## config.mk

```make
export PLATFORM = sky130hd
export DESIGN_NAME = camera_trigger_depth_brightness_csr
export DESIGN_NICKNAME = d
export VERILOG_FILES = /design/src/hw/csr_pkg.sv /design/src/hw/depth_decode.sv /design/src/hw/camera_trigger_depth_brightness_csr.sv
export VERILOG_INCLUDE_DIRS = /design/src /design/src/hw
export SDC_FILE = /design/constraint.sdc
export NUM_CORES = 1
export LEC_CHECK = 0
export ABC_CLOCK_PERIOD_IN_PS = 2600
export BUFFER_PORTS_ARGS = -buffer_cell sky130_fd_sc_hd__buf_2
export CAP_MARGIN = 20
export CORE_MARGIN = 1.5
export CORE_UTILIZATION = 40
export CTS_BUF_LIST = sky130_fd_sc_hd__clkbuf_8
export CTS_CLUSTER_SIZE = 8
export DETAILED_ROUTE_END_ITERATION = 6
export PLACE_DENSITY = 0.67
export SLEW_MARGIN = 0
export SYNTH_ARGS = -nofsm -noshare
export SYNTH_HDL_FRONTEND = slang
export SYNTH_SLANG_ARGS = --single-unit
export TNS_END_PERCENT = 100
```

## constraint.sdc

```tcl
create_clock -name aclk -period 2.6 [get_ports aclk]
set_input_delay 0.26 -clock aclk [delete_from_list [all_inputs] [get_ports aclk]]
set_output_delay 0.26 -clock aclk [all_outputs]
set_load 0.05 [all_outputs]
```

## src/hw/csr_params.svh

```systemverilog
// Purpose: offsets, field positions, reset values for the camera csr slice
// Assumes: byte addresses on a 32-bit axi4-lite bus
// Notes: definitions only
`ifndef CSR_PARAMS_SVH
`define CSR_PARAMS_SVH
`define SWTRIG_OFFSET 12'h62c
`define DEPTH_OFFSET 12'h630
`define BRIGHT_OFFSET 12'h800
`define BR_PRESENCE_BIT 0
`define BR_ABS_BIT 1
`define BR_ONE_PUSH_BIT 5
`define BR_ON_OFF_BIT 6
`define BR_AUTO_BIT 7
`define BR_VALUE_LSB 20
`define BR_VALUE_RST 12'h000
`define DEPTH_8 8'h08
`define DEPTH_12 8'h0c
`define AXI_OKAY 2'b00
`define AXI_SLVERR 2'b10
`endif

```

## src/hw/csr_pkg.sv

```systemverilog
// Purpose: shared types for the camera csr slice
// Assumes: nothing
// Notes: coding selects the depth reported
package csr_pkg;
  typedef enum logic [1:0] {
    coding_mono8 = 2'h0,
    coding_mono12 = 2'h1,
    coding_raw12 = 2'h2,
    coding_color8 = 2'h3
  } coding_t;
  typedef struct packed {
    logic present;
    logic abs_ctrl;
    logic one_push;
    logic on_off;
    logic auto_mode;
    logic [11:0] value;
  } bright_t;
endpackage

```

## src/hw/depth_decode.sv

```systemverilog
// Purpose: registered bit depth from the current coding
// Assumes: coding input is from same clock
// Notes: colour reports bits per component
`timescale 1ns/1ps
`include "csr_params.svh"
module depth_decode (
  input wire logic aclk,
  input wire logic aresetn,
  input wire csr_pkg::coding_t coding,
  output logic [7:0] depth
);
  // registered so the read path sees a stable value
  always_ff @(posedge aclk) begin
    if (!aresetn) begin
      depth <= `DEPTH_8;
    end else begin
      case (coding)
        csr_pkg::coding_mono12: depth <= `DEPTH_12;
        csr_pkg::coding_raw12: depth <= `DEPTH_12;
        default: depth <= `DEPTH_8;
      endcase
    end
  end
endmodule

```

## src/hw/camera_trigger_depth_brightness_csr.sv

```systemverilog
// Purpose: axi4-lite slave for trigger, data depth and brightness registers
// Assumes: single clock, synchronous active-low reset, status inputs on aclk
// Notes: one write and one read handled at a time
`timescale 1ns/1ps
`include "csr_params.svh"
// Functional notes
// - in software trigger source, writing 1 sets trigger, 0 resets it.
// - in trigger mode 0 the trigger bit clears itself after being set.
// - depth register low byte reports effective bit depth of image data.
// - depth is 8 or 12 per pixel, or 8 per colour component.
// - read-only presence bit reads 1 when brightness control exists.
// - absolute bit 1 ignores value field; 0 uses value field.
// - absolute-control bit is read-only; writes have no effect.
// - one-push bit read-only, shows running operation, ignored in automatic mode.
// - read-only on/off bit; while off all other fields read-only.
// - read-only auto/manual bit reads 0 manual, 1 automatic.
module camera_trigger_depth_brightness_csr #(
  parameter logic PRESENT = 1'b1
) (
  input wire logic aclk,
  input wire logic aresetn,
  input wire logic [11:0] s_axi_awaddr,
  input wire logic s_axi_awvalid,
  output logic s_axi_awready,
  input wire logic [31:0] s_axi_wdata,
  input wire logic [3:0] s_axi_wstrb,
  input wire logic s_axi_wvalid,
  output logic s_axi_wready,
  output logic [1:0] s_axi_bresp,
  output logic s_axi_bvalid,
  input wire logic s_axi_bready,
  input wire logic [11:0] s_axi_araddr,
  input wire logic s_axi_arvalid,
  output logic s_axi_arready,
  output logic [31:0] s_axi_rdata,
  output logic [1:0] s_axi_rresp,
  output logic s_axi_rvalid,
  input wire logic s_axi_rready,
  input wire logic trig_src_software,
  input wire logic trig_mode_zero,
  input wire csr_pkg::coding_t coding,
  input wire logic bright_on,
  input wire logic bright_auto,
  input wire logic one_push_busy,
  output logic sw_trigger,
  output logic [11:0] brightness,
  output logic brightness_valid
);
  typedef enum logic [2:0] {
    wr_idle = 3'b001,
    wr_exec = 3'b010,
    wr_resp = 3'b100
  } wr_state_t;
  wr_state_t wr_state_reg;
  logic [11:0] awaddr_reg;
  logic [31:0] wdata_reg;
  logic [3:0] wstrb_reg;
  logic aw_held_reg;
  logic w_held_reg;
  logic trig_reg;
  logic [11:0] value_reg;
  logic [7:0] depth;
  logic auto_reg;
  logic on_reg;
  logic push_reg;
  csr_pkg::bright_t bright;

  // word-aligned decode used by both channels
  function automatic logic [1:0] decode(input logic [11:0] addr);
    logic [1:0] sel;
    sel = 2'h0;
    if ({addr[11:2], 2'h0} == `SWTRIG_OFFSET) begin
      sel = 2'h1;
    end else if ({addr[11:2], 2'h0} == `DEPTH_OFFSET) begin
      sel = 2'h2;
    end else if ({addr[11:2], 2'h0} == `BRIGHT_OFFSET) begin
      sel = 2'h3;
    end
    return sel;
  endfunction

  depth_decode u_depth (
    .aclk(aclk),
    .aresetn(aresetn),
    .coding(coding),
    .depth(depth)
  );

  // status inputs registered so reads and outputs come from flops
  always_ff @(posedge aclk) begin
    if (!aresetn) begin
      auto_reg <= 1'b0;
      on_reg <= 1'b0;
      push_reg <= 1'b0;
    end else begin
      auto_reg <= bright_auto;
      on_reg <= bright_on;
      push_reg <= one_push_busy & ~bright_auto;
    end
  end

  // abs bit is tied low since no absolute_setting_register exists
  always_comb begin
    bright.present = PRESENT;
    bright.abs_ctrl = 1'b0;
    bright.one_push = push_reg;
    bright.on_off = on_reg;
    bright.auto_mode = auto_reg;
    bright.value = value_reg;
  end

  // address and data may arrive in either order
  always_ff @(posedge aclk) begin
    if (!aresetn) begin
      aw_held_reg <= 1'b0;
      w_held_reg <= 1'b0;
      awaddr_reg <= 12'h000;
      wdata_reg <= 32'h0000_0000;
      wstrb_reg <= 4'h0;
    end else begin
      if (s_axi_awvalid && s_axi_awready) begin
        aw_held_reg <= 1'b1;
        awaddr_reg <= s_axi_awaddr;
      end else if (wr_state_reg == wr_exec) begin
        aw_held_reg <= 1'b0;
      end
      if (s_axi_wvalid && s_axi_wready) begin
        w_held_reg <= 1'b1;
        wdata_reg <= s_axi_wdata;
        wstrb_reg <= s_axi_wstrb;
      end else if (wr_state_reg == wr_exec) begin
        w_held_reg <= 1'b0;
      end
    end
  end

  // ready only while idle and that half not yet taken
  always_ff @(posedge aclk) begin
    if (!aresetn) begin
      s_axi_awready <= 1'b0;
      s_axi_wready <= 1'b0;
    end else begin
      s_axi_awready <= (wr_state_reg == wr_idle) && !aw_held_reg
                       && !(s_axi_awvalid && s_axi_awready);
      s_axi_wready <= (wr_state_reg == wr_idle) && !w_held_reg
                      && !(s_axi_wvalid && s_axi_wready);
    end
  end

  // write sequencer: execute once both halves held, then respond
  always_ff @(posedge aclk) begin
    if (!aresetn) begin
      wr_state_reg <= wr_idle;
      s_axi_bvalid <= 1'b0;
      s_axi_bresp <= `AXI_OKAY;
    end else begin
      case (wr_state_reg)
        wr_idle: begin
          if (aw_held_reg && w_held_reg) begin
            wr_state_reg <= wr_exec;
          end
        end
        wr_exec: begin
          s_axi_bvalid <= 1'b1;
          s_axi_bresp <= (decode(awaddr_reg) == 2'h0) ? `AXI_SLVERR : `AXI_OKAY;
          wr_state_reg <= wr_resp;
        end
        wr_resp: begin
          if (s_axi_bready) begin
            s_axi_bvalid <= 1'b0;
            wr_state_reg <= wr_idle;
          end
        end
        default: wr_state_reg <= wr_idle;
      endcase
    end
  end

  // software trigger bit; self clear beats nothing since a set lasts a cycle
  always_ff @(posedge aclk) begin
    if (!aresetn) begin
      trig_reg <= 1'b0;
    end else if (wr_state_reg == wr_exec && decode(awaddr_reg) == 2'h1
                 && wstrb_reg[0] && trig_src_software) begin
      trig_reg <= wdata_reg[0];
    end else if (trig_mode_zero && trig_reg) begin
      trig_reg <= 1'b0;
    end
  end

  // value field writable only while control is on
  always_ff @(posedge aclk) begin
    if (!aresetn) begin
      value_reg <= `BR_VALUE_RST;
    end else if (wr_state_reg == wr_exec && decode(awaddr_reg) == 2'h3 && on_reg) begin
      if (wstrb_reg[2]) begin
        value_reg[3:0] <= wdata_reg[`BR_VALUE_LSB+3:`BR_VALUE_LSB];
      end
      if (wstrb_reg[3]) begin
        value_reg[11:4] <= wdata_reg[31:24];
      end
    end
  end

  // outputs to the trigger logic and image pipeline
  always_ff @(posedge aclk) begin
    if (!aresetn) begin
      sw_trigger <= 1'b0;
      brightness <= `BR_VALUE_RST;
      brightness_valid <= 1'b0;
    end else begin
      sw_trigger <= trig_reg;
      brightness <= value_reg;
      // abs control is always 0 here, so the value field is in charge
      brightness_valid <= PRESENT & on_reg & ~auto_reg & ~bright.abs_ctrl;
    end
  end

  // read channel: one read at a time, answer one cycle after taking it
  always_ff @(posedge aclk) begin
    if (!aresetn) begin
      s_axi_arready <= 1'b0;
      s_axi_rvalid <= 1'b0;
      s_axi_rdata <= 32'h0000_0000;
      s_axi_rresp <= `AXI_OKAY;
    end else begin
      s_axi_arready <= !s_axi_rvalid && !(s_axi_arvalid && s_axi_arready);
      if (s_axi_arvalid && s_axi_arready) begin
        s_axi_rvalid <= 1'b1;
        s_axi_rresp <= `AXI_OKAY;
        case (decode(s_axi_araddr))
          2'h1: s_axi_rdata <= {31'h0000_0000, trig_reg};
          2'h2: s_axi_rdata <= {24'h00_0000, depth};
          2'h3: begin
            s_axi_rdata <= {bright.value, 12'h000, bright.auto_mode, bright.on_off,
                            bright.one_push, 3'h0, bright.abs_ctrl, bright.present};
          end
          default: begin
            s_axi_rdata <= 32'h0000_0000;
            s_axi_rresp <= `AXI_SLVERR;
          end
        endcase
      end else if (s_axi_rvalid && s_axi_rready) begin
        s_axi_rvalid <= 1'b0;
      end
    end
  end
endmodule

```

# Word-level counts from Yosys, hierarchy flattened
# Cells that the tools add are included.
[word_totals]
input_bits = 74
wordCells = 107
out_inout_bits = 55
register_bits = 132
[classes]
n_reduce_logical = 34
n_bitwise = 4
n_mux = 27
eq_ne = 18
[op_table]
columns = ["op", "n"]
rows = [
  ["32-bit one-hot mux with 3 select lines", 1],
  ["10-bit by 9-bit equality test with 1-bit output (second input constant)", 4],
  ["2-bit 2-to-1 mux", 13],
  ["10-bit equality test (second input constant)", 2],
  ["1-bit logical AND", 16],
  ["2-bit nonzero test", 5],
  ["3-bit 2-to-1 mux", 3],
  ["3-bit one-hot mux with 3 select lines", 1],
  ["2-bit equality test (second input constant)", 4],
  ["1-bit 2-to-1 mux", 8],
  ["2-bit AND reduction", 4],
  ["2-bit by 1-bit equality test with 1-bit output (second input constant)", 3],
  ["1-bit logical NOT", 6],
  ["3-bit by 1-bit equality test with 1-bit output (second input constant)", 1],
  ["3-bit by 2-bit equality test with 1-bit output (second input constant)", 1],
  ["3-bit equality test (second input constant)", 1],
  ["3-bit OR reduction", 1],
  ["1-bit bitwise AND", 2],
  ["2-bit logical NOT", 1],
  ["2-bit by 1-bit inequality test with 1-bit output (second input constant)", 1],
  ["2-bit inequality test (second input constant)", 1],
  ["1-bit inverter", 2],
  ["1-bit one-hot mux with 2 select lines", 1],
  ["2-bit OR reduction", 1],
]

# Longest topological paths before layout
# Gate-level depths: netlist (run 1).
[depth]
word_depth = 10
depth_mapped = 5

# By module
# A second synthesis (run 1) with hierarchy kept.
[unflattened]
hier_cells = 367
area_unflattened_um2 = 3301.9
[modules_own_cells]
columns = ["mod", "n_inst", "cells_each", "area_each_um2", "seq_area_each_um2"]
rows = [
  ["camera_trigger_depth_brightness_csr", 1, 355, 3206.8, 1761.7],
  ["depth_decode", 1, 12, 95.1, 20.0],
]

# Worst setup path before layout (run 1)
# No wires, ideal clock.
[synth_path]
path_kind = "register -> register"
from = "reg awaddr_reg[9]"
to = "reg value_reg[10]"
t_arrival_ns = 1.582
setup_slack_ns = 0.895
required_time_ns = 2.477
path_buffers = 0
stages_incl_launch_ff = 5
cell_sequence = "dfxtp_1 > or4_4 > nor4b_4 > nand4_4 > mux2i_1"
[synth_via]
elab_chain_len = 9
word_cells_on_any_way = 11
classes_between = "4 x eq/ne; 4 x mux; 3 x reduce/logical"
[synth_rtl]
columns = ["item", "line", "rtl"]
rows = [
  ["from (decl)", "camera_trigger_depth_brightness_csr.sv:55", "logic [11:0] awaddr_reg;"],
  ["from (signal assigned)", "camera_trigger_depth_brightness_csr.sv:123", "awaddr_reg <= s_axi_awaddr;"],
  ["10-bit equality test (no line)", "n/a", ""],
  ["2-bit 2-to-1 mux", "camera_trigger_depth_brightness_csr.sv:76", "end else if ({addr[11:2], 2'h0} == `BRIGHT_OFFSET) begin"],
  ["2-bit 2-to-1 mux", "camera_trigger_depth_brightness_csr.sv:74", "end else if ({addr[11:2], 2'h0} == `DEPTH_OFFSET) begin"],
  ["2-bit 2-to-1 mux *", "camera_trigger_depth_brightness_csr.sv:72", "if ({addr[11:2], 2'h0} == `SWTRIG_OFFSET) begin"],
  ["2-bit 2-to-1 mux *", "camera_trigger_depth_brightness_csr.sv:193", "if (!aresetn) begin"],
  ["2-bit equality test *", "camera_trigger_depth_brightness_csr.sv:195", "end else if (wr_state_reg == wr_exec && decode(awaddr_reg) == 2'h3 && on_reg) begin"],
  ["1-bit logical AND * (2 in series)", "camera_trigger_depth_brightness_csr.sv:195", ""],
  ["2-bit AND reduction (no line) *", "n/a", ""],
  ["to (signal assigned)", "camera_trigger_depth_brightness_csr.sv:194", "value_reg <= `BR_VALUE_RST;"],
  ["to (signal assigned)", "camera_trigger_depth_brightness_csr.sv:200", "value_reg[11:4] <= wdata_reg[31:24];"],
  ["to (decl)", "camera_trigger_depth_brightness_csr.sv:61", "logic [11:0] value_reg;"],
]
# Every way passes the cells marked *; elsewhere a longest branch is shown, timed or not. The select of a mux whose other input is x is not followed.
# A chain may end at the register's enable or synchronous reset.

# Final worst setup path (run 1)
[layout_path]
from = "reg awaddr_reg[9]"
to = "reg value_reg[4]"
# The elaborated chain is that of the path after synthesis.

==> impl_metrics.toml, run 1 <==
[run_status]
status = "completed"

[flow_run]
max_cap_viol_count = 0

[worst_setup_path]
slowest_stage = "or4_4"
cp-end-kind = "flop"
crit_path_max_fanout = 8
critPathArrivalTime_ns = 2.08
path_buf_inv = 0
cp-start-kind = "flop"
path_delay_family = "simple AND/OR/NAND/NOR gates"
regToRegStartpoint = "awaddr_reg[9]"
reg2reg_to = "value_reg[4]"
crit_chain = "or4_4 > nor4b_4 > nand4_4 > mux2i_1"
crit_type = "flop to flop"
r2r_cells = 4
slowest_delay_ns = 0.54
ff2ff_setup_slack_ns = 0.76
required_ns = 2.84

[yosys]
synth_area_um2 = 3170
yosysTopAreaCellShare_pct = 54.9
synth_fa_ha_area_share_pct = 0
synthMuxAreaShare_pct = 4.42
ys_types = 36
syn_inst = 345
synth-simple-area-share_pct = 22.3
synth_compound_area_share_pct = 10.6
synthXorXnorAreaFrac_pct = 0.276
synthArstFlopShare_pct = 0
seq_area_frac_synth_pct = 54.9
synthFlopType = "dfxtp_1"
synth_edf_count = 0
syn-mean-instance-area_um2 = 9.19
synth.area.top_cells = "dfxtp_1, nand2_1, a21oi_1"
ys_ff_latch = 87
synth_top_area_cell = "dfxtp_1"
yosys_warnings = 0
synth_top_family_by_area = "simple AND/OR/NAND/NOR gates"

[timing]
finalSetupTns_ns = 0
final-hold-violation-count = 0
setup_ws_ns = 0.757
drv_slew = 0
max_freq_mhz = 543
worst_slew_pin_slew_ns = 0.999
rsz0062_at_grt = "no"
fin_crit_sh_pct = 70.9
fin_crit_ns = 1.84
max_slew_margin_pct = 33.2
setup_violations = 0
clock_skew_ns = 0.0175

[clock_tree]
cts_tree = "done"
insertion_delay_ns = 0.36
htreeDepth = 3
ctsHoldBuffers = 0
root_buffer = "clkbuf_8"
post_cts_buffers = 0
clock_sinks = 87
path_clk_slew_ns = 0.09
post_cts_resize_count = 0
cts.path.max_buffers = 2
numCtsBuffers = 9

[global_routing]
grt_pass1_wl_mm = 10.6
grt_max_degree = 40
grt_pass1_vias = 2266
gr-total-overflow = 0
antenna_found_initial = 0
grt_usage_pct = 16.1

[hold_path]
hold_end = "push_reg"
min_from = "bright_auto"
hp-class = "primary input to flop"
min_path_cells = 2

[route]
drc = 0
postRouteAntennaNets = 0
dr.pass1.iters = 5
drt_iter0_drc = 71
routed_wl_mm = 6.38
vias_per_cell = 4.58
vias = 2462
avgRoutedWirePerCell_um = 11.9

[floorplanning]
die-area_um2 = 8470
io_pins = 129
chipHeight_um = 92.0
die_width_um = 92.0
start_util_pct = 41.2
rows = 32
core-area_um2 = 7690

[pwr]
peakVddDrop_mv = 0.257
p_per_area_nw_per_um2 = 716
leakagePower_nw = 1.84
fin_total_pwr_w = 0.00278

[finish]
largest_reg_flops = 18
multi_input_area_um2 = 1250
syn_to_final_growth_pct = 22.4
drive_above_1_share_pct = 26.7
post_layout_nonfiller_instances = 537
utilization_pct = 50.5
n_antenna_cell = 0
final.fill_count = 784
nets = 504
seq_area_um2 = 1740

[place]
place_congestion = 0.777
io_buffers = 88
dpl.cell_count = 521
dp_hpwl_mm = 4.48
pre_cts_ws_ns = 0.517
==> logic make-up after synthesis <==
| kind of cell | Yosys count |
|---|---|
| mux | 14 |
| xor+xnor | 1 |
| simple gates | 141 |
| buf+inv | 45 |
| flops | 87 |
| compound gates | 56 |
| other cells | 1 |
==> cells in the final DEF, fill, tap and decap left out, drive strengths merged, types with 4 or more instances in the layout <==
cell,count
nand3,5
inv,17
clkbuf,9
and2,6
conb,16
nand2,92
nor2,10
nor3,6
a21oi,37
o21ai,4
dfxtp,87
buf,90
mux2i,14
a22o,13
==> cell type report <==
class	count	share of cell area [%]
sequential	87	44.9
multi-input combinational	228	32.3
timing repair buffer	90	11.7
tap	102	3.29
clock inverter	7	3.26
clock buffer	9	3.19
inverter	14	1.35
==> worst max-delay path by stage <==
stage,to,cells past startpoint,slack (ns),from
after CTS,value_reg[10],4,0.72,awaddr_reg[9]
after detailed placement,s_axi_rdata[25],5,0.52,s_axi_araddr[4]
after global placement,s_axi_rdata[29],5,0.57,s_axi_araddr[4]
final,value_reg[4],4,0.76,awaddr_reg[9]
after floorplan,value_reg[10],4,0.90,awaddr_reg[9]
after global routing,value_reg[10],4,0.65,awaddr_reg[9]
==> cells in the mapped netlist, types with 2 or more instances <==
library cell	number
a22o_1	13
and2_1	5
mux2i_1	14
nor2_1	10
inv_1	14
or4_1	2
nor3_1	6
nand3_1	5
nand2b_1	3
dfxtp_1	87
buf_4	17
clkbuf_1	13
a21oi_1	37
nand2_1	92
or3b_2	2
o21ai_0	4
nor4_4	2
==> per-layer routing <==
| metal | global-route usage [%] | vias up | part of all wire (%) |
|---|---|---|---|
| met5 | 0 | - | 0 |
| met3 | 5.39 | 7 | 5.2 |
| met2 | 26.0 | 64 | 49 |
| met4 | 6.79 | 0 | 1.0 |
| li1 | - | 1283 | - |
| met1 | 19.5 | 1108 | 45 |
==> per-stage QoR <==
stage	cell area, um2	hold slack, ns
final	3880	0.0625
after CTS	3880	0.0512
after detailed placement	3630	0.399
after floorplan	3230	0.336
after global routing	3880	0.0355
after global placement	3630	0.401
==> power breakdown <==
group	internal (W)	leakage (nW)	switching, W
Combinational	0.0000673	1.01	0.000167
Sequential	0.00137	0.706	0.0000230
Clock	0.000651	0.122	0.000505
Total	0.00208	1.84	0.000694
(Power assumes the default switching activity.)
==> run 2: changes to the inputs <==
--- a/config.mk
+++ b/config.mk
@@ -6,7 +6,8 @@
 export SDC_FILE = /design/constraint.sdc
 export NUM_CORES = 1
 export LEC_CHECK = 0
-export ABC_CLOCK_PERIOD_IN_PS = 2600
+export ABC_AREA = 1
+export ABC_CLOCK_PERIOD_IN_PS = 1900
 export BUFFER_PORTS_ARGS = -buffer_cell sky130_fd_sc_hd__buf_2
 export CAP_MARGIN = 20
 export CORE_MARGIN = 1.5
==> constraint.sdc (replaced) <==
create_clock -name aclk -period 1.9 [get_ports aclk]
set_input_delay 0.19 -clock aclk [delete_from_list [all_inputs] [get_ports aclk]]
set_output_delay 0.19 -clock aclk [all_outputs]
set_load 0.05 [all_outputs]
==> impl_metrics.toml, run 2 <==
[pwr]
fin_total_pwr_w = 0.00413
p_comb_share_pct = 16.0
sw_frac_of_total_pct = 29.2
p_sw_w = 0.00121
power_frac_seq_pct = 49.9
peakVddDrop_mv = 0.585
p_per_area_nw_per_um2 = 1040
leakagePower_nw = 2.00
p_clk_share_pct = 34.1
p_int_w = 0.00292

[finish]
n_antenna_cell = 0
nets = 589
final_cell_mix = "nor2_1, buf_2, dfxtp_1, nand2_1"
fin_area_um2 = 3980
drive_above_1_share_pct = 22.9
largest_reg_flops = 18
syn_to_final_growth_pct = 20.6
layout_commonest_cell = "nor2_1"

[route]
dr.pass1.iters = 5
drt_iter0_drc = 110
drc = 0
routed_wl_mm = 6.40
avgRoutedWirePerCell_um = 10.3
vias_per_cell = 4.45
postRouteAntennaNets = 0
vias = 2770

[place]
place_congestion = 0.814
io_buffers = 88
placed_area_um2 = 3740
dp_hpwl_mm = 4.66

[yosys]
synth_common_cells = "nor2_1, dfxtp_1, nand2_1, inv_1, o21ai_0"
synth_area_um2 = 3300
synthFlopType = "dfxtp_1"
yosysTopAreaCellShare_pct = 52.8
synth_top_area_cell = "dfxtp_1"
syn_inst = 426
ys_types = 29
synthArstFlopShare_pct = 0
ys_ff_latch = 87
seq_area_frac_synth_pct = 52.8
syn-mean-instance-area_um2 = 7.74
yosys_warnings = 0
synth.area.top_cells = "dfxtp_1, nor2_1, nand2_1"
synth_edf_count = 0
yosysMostFrequentCell = "nor2_1"

[timing]
fin_crit_sh_pct = 75.9
rsz0062_at_grt = "no"
fin_crit_ns = 1.44
finalSetupTns_ns = 0
clock_skew_ns = 0.00875
drv_slew = 0
worst_slew_pin_slew_ns = 0.677
whs_ns = 0.0380
setup_violations = 0
max_slew_margin_pct = 54.8
max_freq_mhz = 694
final-hold-violation-count = 0

[worst_setup_path]
crit_type = "flop to flop"
cp-start-kind = "flop"
reg2reg_to = "value_reg[8]"
required_ns = 2.15
critPathArrivalTime_ns = 1.69
r2r_cells = 9
regToRegStartpoint = "awaddr_reg[10]"
crit_path_max_fanout = 16
crit_start = "awaddr_reg[10]"
critPathCapture = "value_reg[8]"
ff2ff_setup_slack_ns = 0.46
cp-end-kind = "flop"

[global_routing]
grt_pass1_wl_mm = 11.0
grt_pass1_vias = 2566
antenna_found_initial = 0
gr-total-overflow = 0
grt_usage_pct = 15.8
grt_max_degree = 58

[floorplanning]
rows = 32
core-area_um2 = 7850
die_width_um = 93.8
die-area_um2 = 8800
io_pins = 129
chipHeight_um = 93.8
start_util_pct = 42.0

[clock_tree]
cts.path.max_buffers = 2
htreeDepth = 3
root_buffer = "clkbuf_8"
clock_sinks = 87
cts_tree = "done"
numCtsBuffers = 9
post_cts_buffers = 0
insertion_delay_ns = 0.35
path_clk_slew_ns = 0.09

[hold_path]
hp-class = "primary input to flop"
min_from = "bright_on"

[flow_run]
max_cap_viol_count = 0

[run_status]
status = "completed"
run 2: cell count changes after synthesis, sizes merged, moves of 13 or more:
| cell | before | now |
|---|---|---|
| o21ai | 4 | 45 |
| nor2 | 10 | 93 |
| a21oi | 37 | 12 |
| mux2i | 14 | 0 |
| a22o | 13 | 0 |
| inv | 14 | 46 |
run 2: through the flow:
stage               cells  worst slack [ns]  utilization, %
floorplan             441             0.398               -
detailed placement    605             0.337            47.7
global placement      605             0.422            47.7
global route          622             0.268            50.7
finish                622             0.458            50.7
CTS                   622             0.430            50.7
run 2: cell families (layout without fill, tap and decap cells):
kind of cell | count (synthesis) | count (layout) | synth area share, %
AND/OR/NAND/NOR | 203 | 203 | 26.4
flip-flops | 87 | 87 | 52.8
other | 1 | 16 | 0.114
XOR/XNOR | 1 | 1 | 0.266
AO/OA/AOI/OAI | 58 | 58 | 8.88
buffers and inverters | 76 | 155 | 11.5
run 2: layout make-up:
class | count | area, um2
clock inverters | 7 | 103
well taps | 102 | 128
multi-input cells | 278 | 1230
clock buffers | 9 | 124
repair buffers | 92 | 473
flip-flops and latches | 87 | 1740
fillers | 808 | 3870
inverters | 47 | 176
run 2: timing repair:
action,in CTS,in global routing
endpoints found under the setup margin,0,0
hold endpoints to repair,1,0
hold buffers,1,0
resized for setup,0,0
run 2: worst max-delay path: stages (launching register included):
cell and delay [ns]:
dfxtp_1 0.35, inv_1 0.06, nor2_1 0.13, nand3_1 0.09, nor2_1 0.26, nor2_4 0.08, nand3_4 0.18, nand2_1 0.08
nand2_1 0.06, nor2_1 0.04
run 2: worst min-delay path by stage:
stage               cells after the start       end  slack (ns)
finish                                  3    on_reg        0.04
floorplan                               1  push_reg        0.26
CTS                                     3    on_reg        0.03
detailed placement                      2  push_reg        0.36
global route                            3    on_reg        0.03
global placement                        2  push_reg        0.36
run 2: metal layers:
| layer | global-route usage [%] | vias to the layer above | share of wire [%] |
|---|---|---|---|
| li1 | - | 1469 | - |
| met5 | 0 | - | 0 |
| met4 | 7.59 | 0 | 2.1 |
| met3 | 3.40 | 13 | 5.1 |
| met2 | 27.1 | 62 | 46 |
| met1 | 18.7 | 1226 | 47 |
run 2: power groups by stage:
stage | combinational, W | sequential, W | clock (W)
6_report | 0.000661 | 0.00206 | 0.00141
2_1_floorplan | 0.000456 | 0.00217 | 0
5_1_grt | 0.000758 | 0.00208 | 0.00154
3_3_place_gp | 0.000652 | 0.00210 | 0
4_1_cts | 0.000666 | 0.00206 | 0.00146
3_5_place_dp | 0.000663 | 0.00210 | 0
==> run 3: changes to the inputs <==
--- a/config.mk
+++ b/config.mk
@@ -6,8 +6,8 @@
 export SDC_FILE = /design/constraint.sdc
 export NUM_CORES = 1
 export LEC_CHECK = 0
-export ABC_AREA = 1
-export ABC_CLOCK_PERIOD_IN_PS = 1900
+export ABC_AREA = 0
+export ABC_CLOCK_PERIOD_IN_PS = 1300
 export BUFFER_PORTS_ARGS = -buffer_cell sky130_fd_sc_hd__buf_2
 export CAP_MARGIN = 20
 export CORE_MARGIN = 1.5
@@ -15,7 +15,7 @@
 export CTS_BUF_LIST = sky130_fd_sc_hd__clkbuf_8
 export CTS_CLUSTER_SIZE = 8
 export DETAILED_ROUTE_END_ITERATION = 6
-export PLACE_DENSITY = 0.67
+export PLACE_DENSITY = 0.7
 export SLEW_MARGIN = 0
 export SYNTH_ARGS = -nofsm -noshare
 export SYNTH_HDL_FRONTEND = slang
==> constraint.sdc (replaced) <==
create_clock -name aclk -period 1.3 [get_ports aclk]
set_input_delay 0.13 -clock aclk [delete_from_list [all_inputs] [get_ports aclk]]
set_output_delay 0.13 -clock aclk [all_outputs]
set_load 0.05 [all_outputs]
==> impl_metrics.toml, run 3 (same netlist as run 1, synthesis figures left out) <==
[run_status]
status = "finished with violations"
violations = "negative setup slack"

[finish]
n_antenna_cell = 0
multi_input_area_um2 = 1300
layout_commonest_cell = "nand2_1"
seq_area_um2 = 1750
utilization_pct = 54.2
final.fill_count = 718
final_cell_mix = "nand2_1, buf_2, dfxtp_1, a21oi_1, buf_4"
syn_to_final_growth_pct = 31.3
drive_above_1_share_pct = 32.1
post_layout_nonfiller_instances = 572
nets = 539
largest_reg_flops = 18

[floorplanning]
core-area_um2 = 7690
chipHeight_um = 92.0
start_util_pct = 41.2
rows = 32
die_width_um = 92.0
io_pins = 129
die-area_um2 = 8470

[timing]
setup_violations = 14
fin_crit_sh_pct = 135
rsz0062_at_grt = "yes"
drv_slew = 0
whs_ns = 0.0148
finalSetupTns_ns = -5.58
fin_crit_ns = 1.76
setup_ws_ns = -0.459
clock_skew_ns = 0.0149
final-hold-violation-count = 0
max_freq_mhz = 568

[worst_setup_path]
cp-start-kind = "flop"
slowest_stage = "or4_4"
path_delay_family = "simple AND/OR/NAND/NOR gates"
cp.depth = 5
cp-end-kind = "flop"
crit_path_max_fanout = 4
required_ns = 1.55
path_buf_inv = 1
crit_chain = "or4_4 > nor4b_4 > buf_4 > nand4_4 > mux2i_1"
crit_type = "flop to flop"
r2r_cells = 5
critPathArrivalTime_ns = 2.01
slowest_delay_ns = 0.54

[route]
routed_wl_mm = 6.81
drt_iter0_drc = 77
vias_per_cell = 4.60
vias = 2633
avgRoutedWirePerCell_um = 11.9
postRouteAntennaNets = 0
drc = 0
dr.pass1.iters = 4

[global_routing]
grt_usage_pct = 16.6
antenna_found_initial = 0
gr-total-overflow = 0
grt_pass1_vias = 2496
grt_pass1_wl_mm = 11.0
grt_max_degree = 40

[clock_tree]
htreeDepth = 3
clock_sinks = 87
cts.path.max_buffers = 2
path_clk_slew_ns = 0.09
root_buffer = "clkbuf_8"
cts_tree = "done"
numCtsBuffers = 9
insertion_delay_ns = 0.36

[place]
dp_hpwl_mm = 4.83
io_buffers = 88
place_congestion = 0.789
dpl.cell_count = 544

[pwr]
fin_total_pwr_w = 0.00510
leakagePower_nw = 1.99
p_per_area_nw_per_um2 = 1230
peakVddDrop_mv = 0.755

[hold_path]
hp-class = "primary input to flop"
min_path_cells = 3

[flow_run]
max_cap_viol_count = 0
run 3: cell types whose count changed in the layout (fill, tap and decap cells not counted), sizes merged, moves of 6 or more:
cell / delta
a21oi: +25
a22o: +13
and2: +6
buf: +24
dlygate4sd3: +9
inv: -30
mux2i: +14
nand2: +10
nand3: -8
nor2: -83
o21ai: -41
run 3: final timing paths:
kind         slack [ns]          endpoint             from
max               -0.46      value_reg[0]    awaddr_reg[9]
min                0.01     awaddr_reg[6]  s_axi_awaddr[6]
max reg2reg       -0.46      value_reg[0]    awaddr_reg[9]
min reg2reg        0.43  brightness_valid         auto_reg
run 3: final cells by class:
type | count | area share (%)
Timing Repair Buffer | 125 | 17.9
Tap cell | 102 | 3.07
Inverter | 14 | 1.26
Clock inverter | 7 | 1.50
Sequential cell | 87 | 42.1
Multi-Input combinational cell | 228 | 31.2
Clock buffer | 9 | 2.98
run 3: what timing repair did:
action / 4_1_cts / 5_1_grt
pin swaps: 0 / 0
gates cloned: 0 / 0
resized for setup: 5 / 4
hold endpoints to repair: 11 / 0
endpoints found under the setup margin: 27 / 27
hold buffers: 10 / 0
setup buffers: 2 / 0
run 3: where the power goes:
| part | total (W) | leakage [nW] | internal (W) | switching, W |
|---|---|---|---|---|
| Clock | 0.00178 | 0.0927 | 0.000734 | 0.00104 |
| Sequential | 0.00278 | 0.708 | 0.00273 | 0.0000456 |
| Combinational | 0.000544 | 1.19 | 0.000192 | 0.000352 |
| Total | 0.00510 | 1.99 | 0.00366 | 0.00144 |
run 3: per-layer routing:
metal  track usage, %  up-vias  wire, um
li1                 -     1355         -
met1             19.1     1193      3030
met2             28.2       71      3280
met3             3.40       14       313
met4             10.4        0       182
met5                0        -         0
run 3: through the flow:
step / worst slack (ns) / instance area, um2
global placement: -0.449 / 3820
global route: -0.513 / 4160
floorplan: -0.360 / 3260
CTS: -0.459 / 4150
finish: -0.459 / 4160
detailed placement: -0.468 / 3820
run 3: worst reg2reg max path, cell delays in order (launching register included):
cell and delay (ns):
dfxtp_1 0.32, or4_4 0.54, nor4b_4 0.32, buf_4 0.19, nand4_4 0.12, mux2i_1 0.16
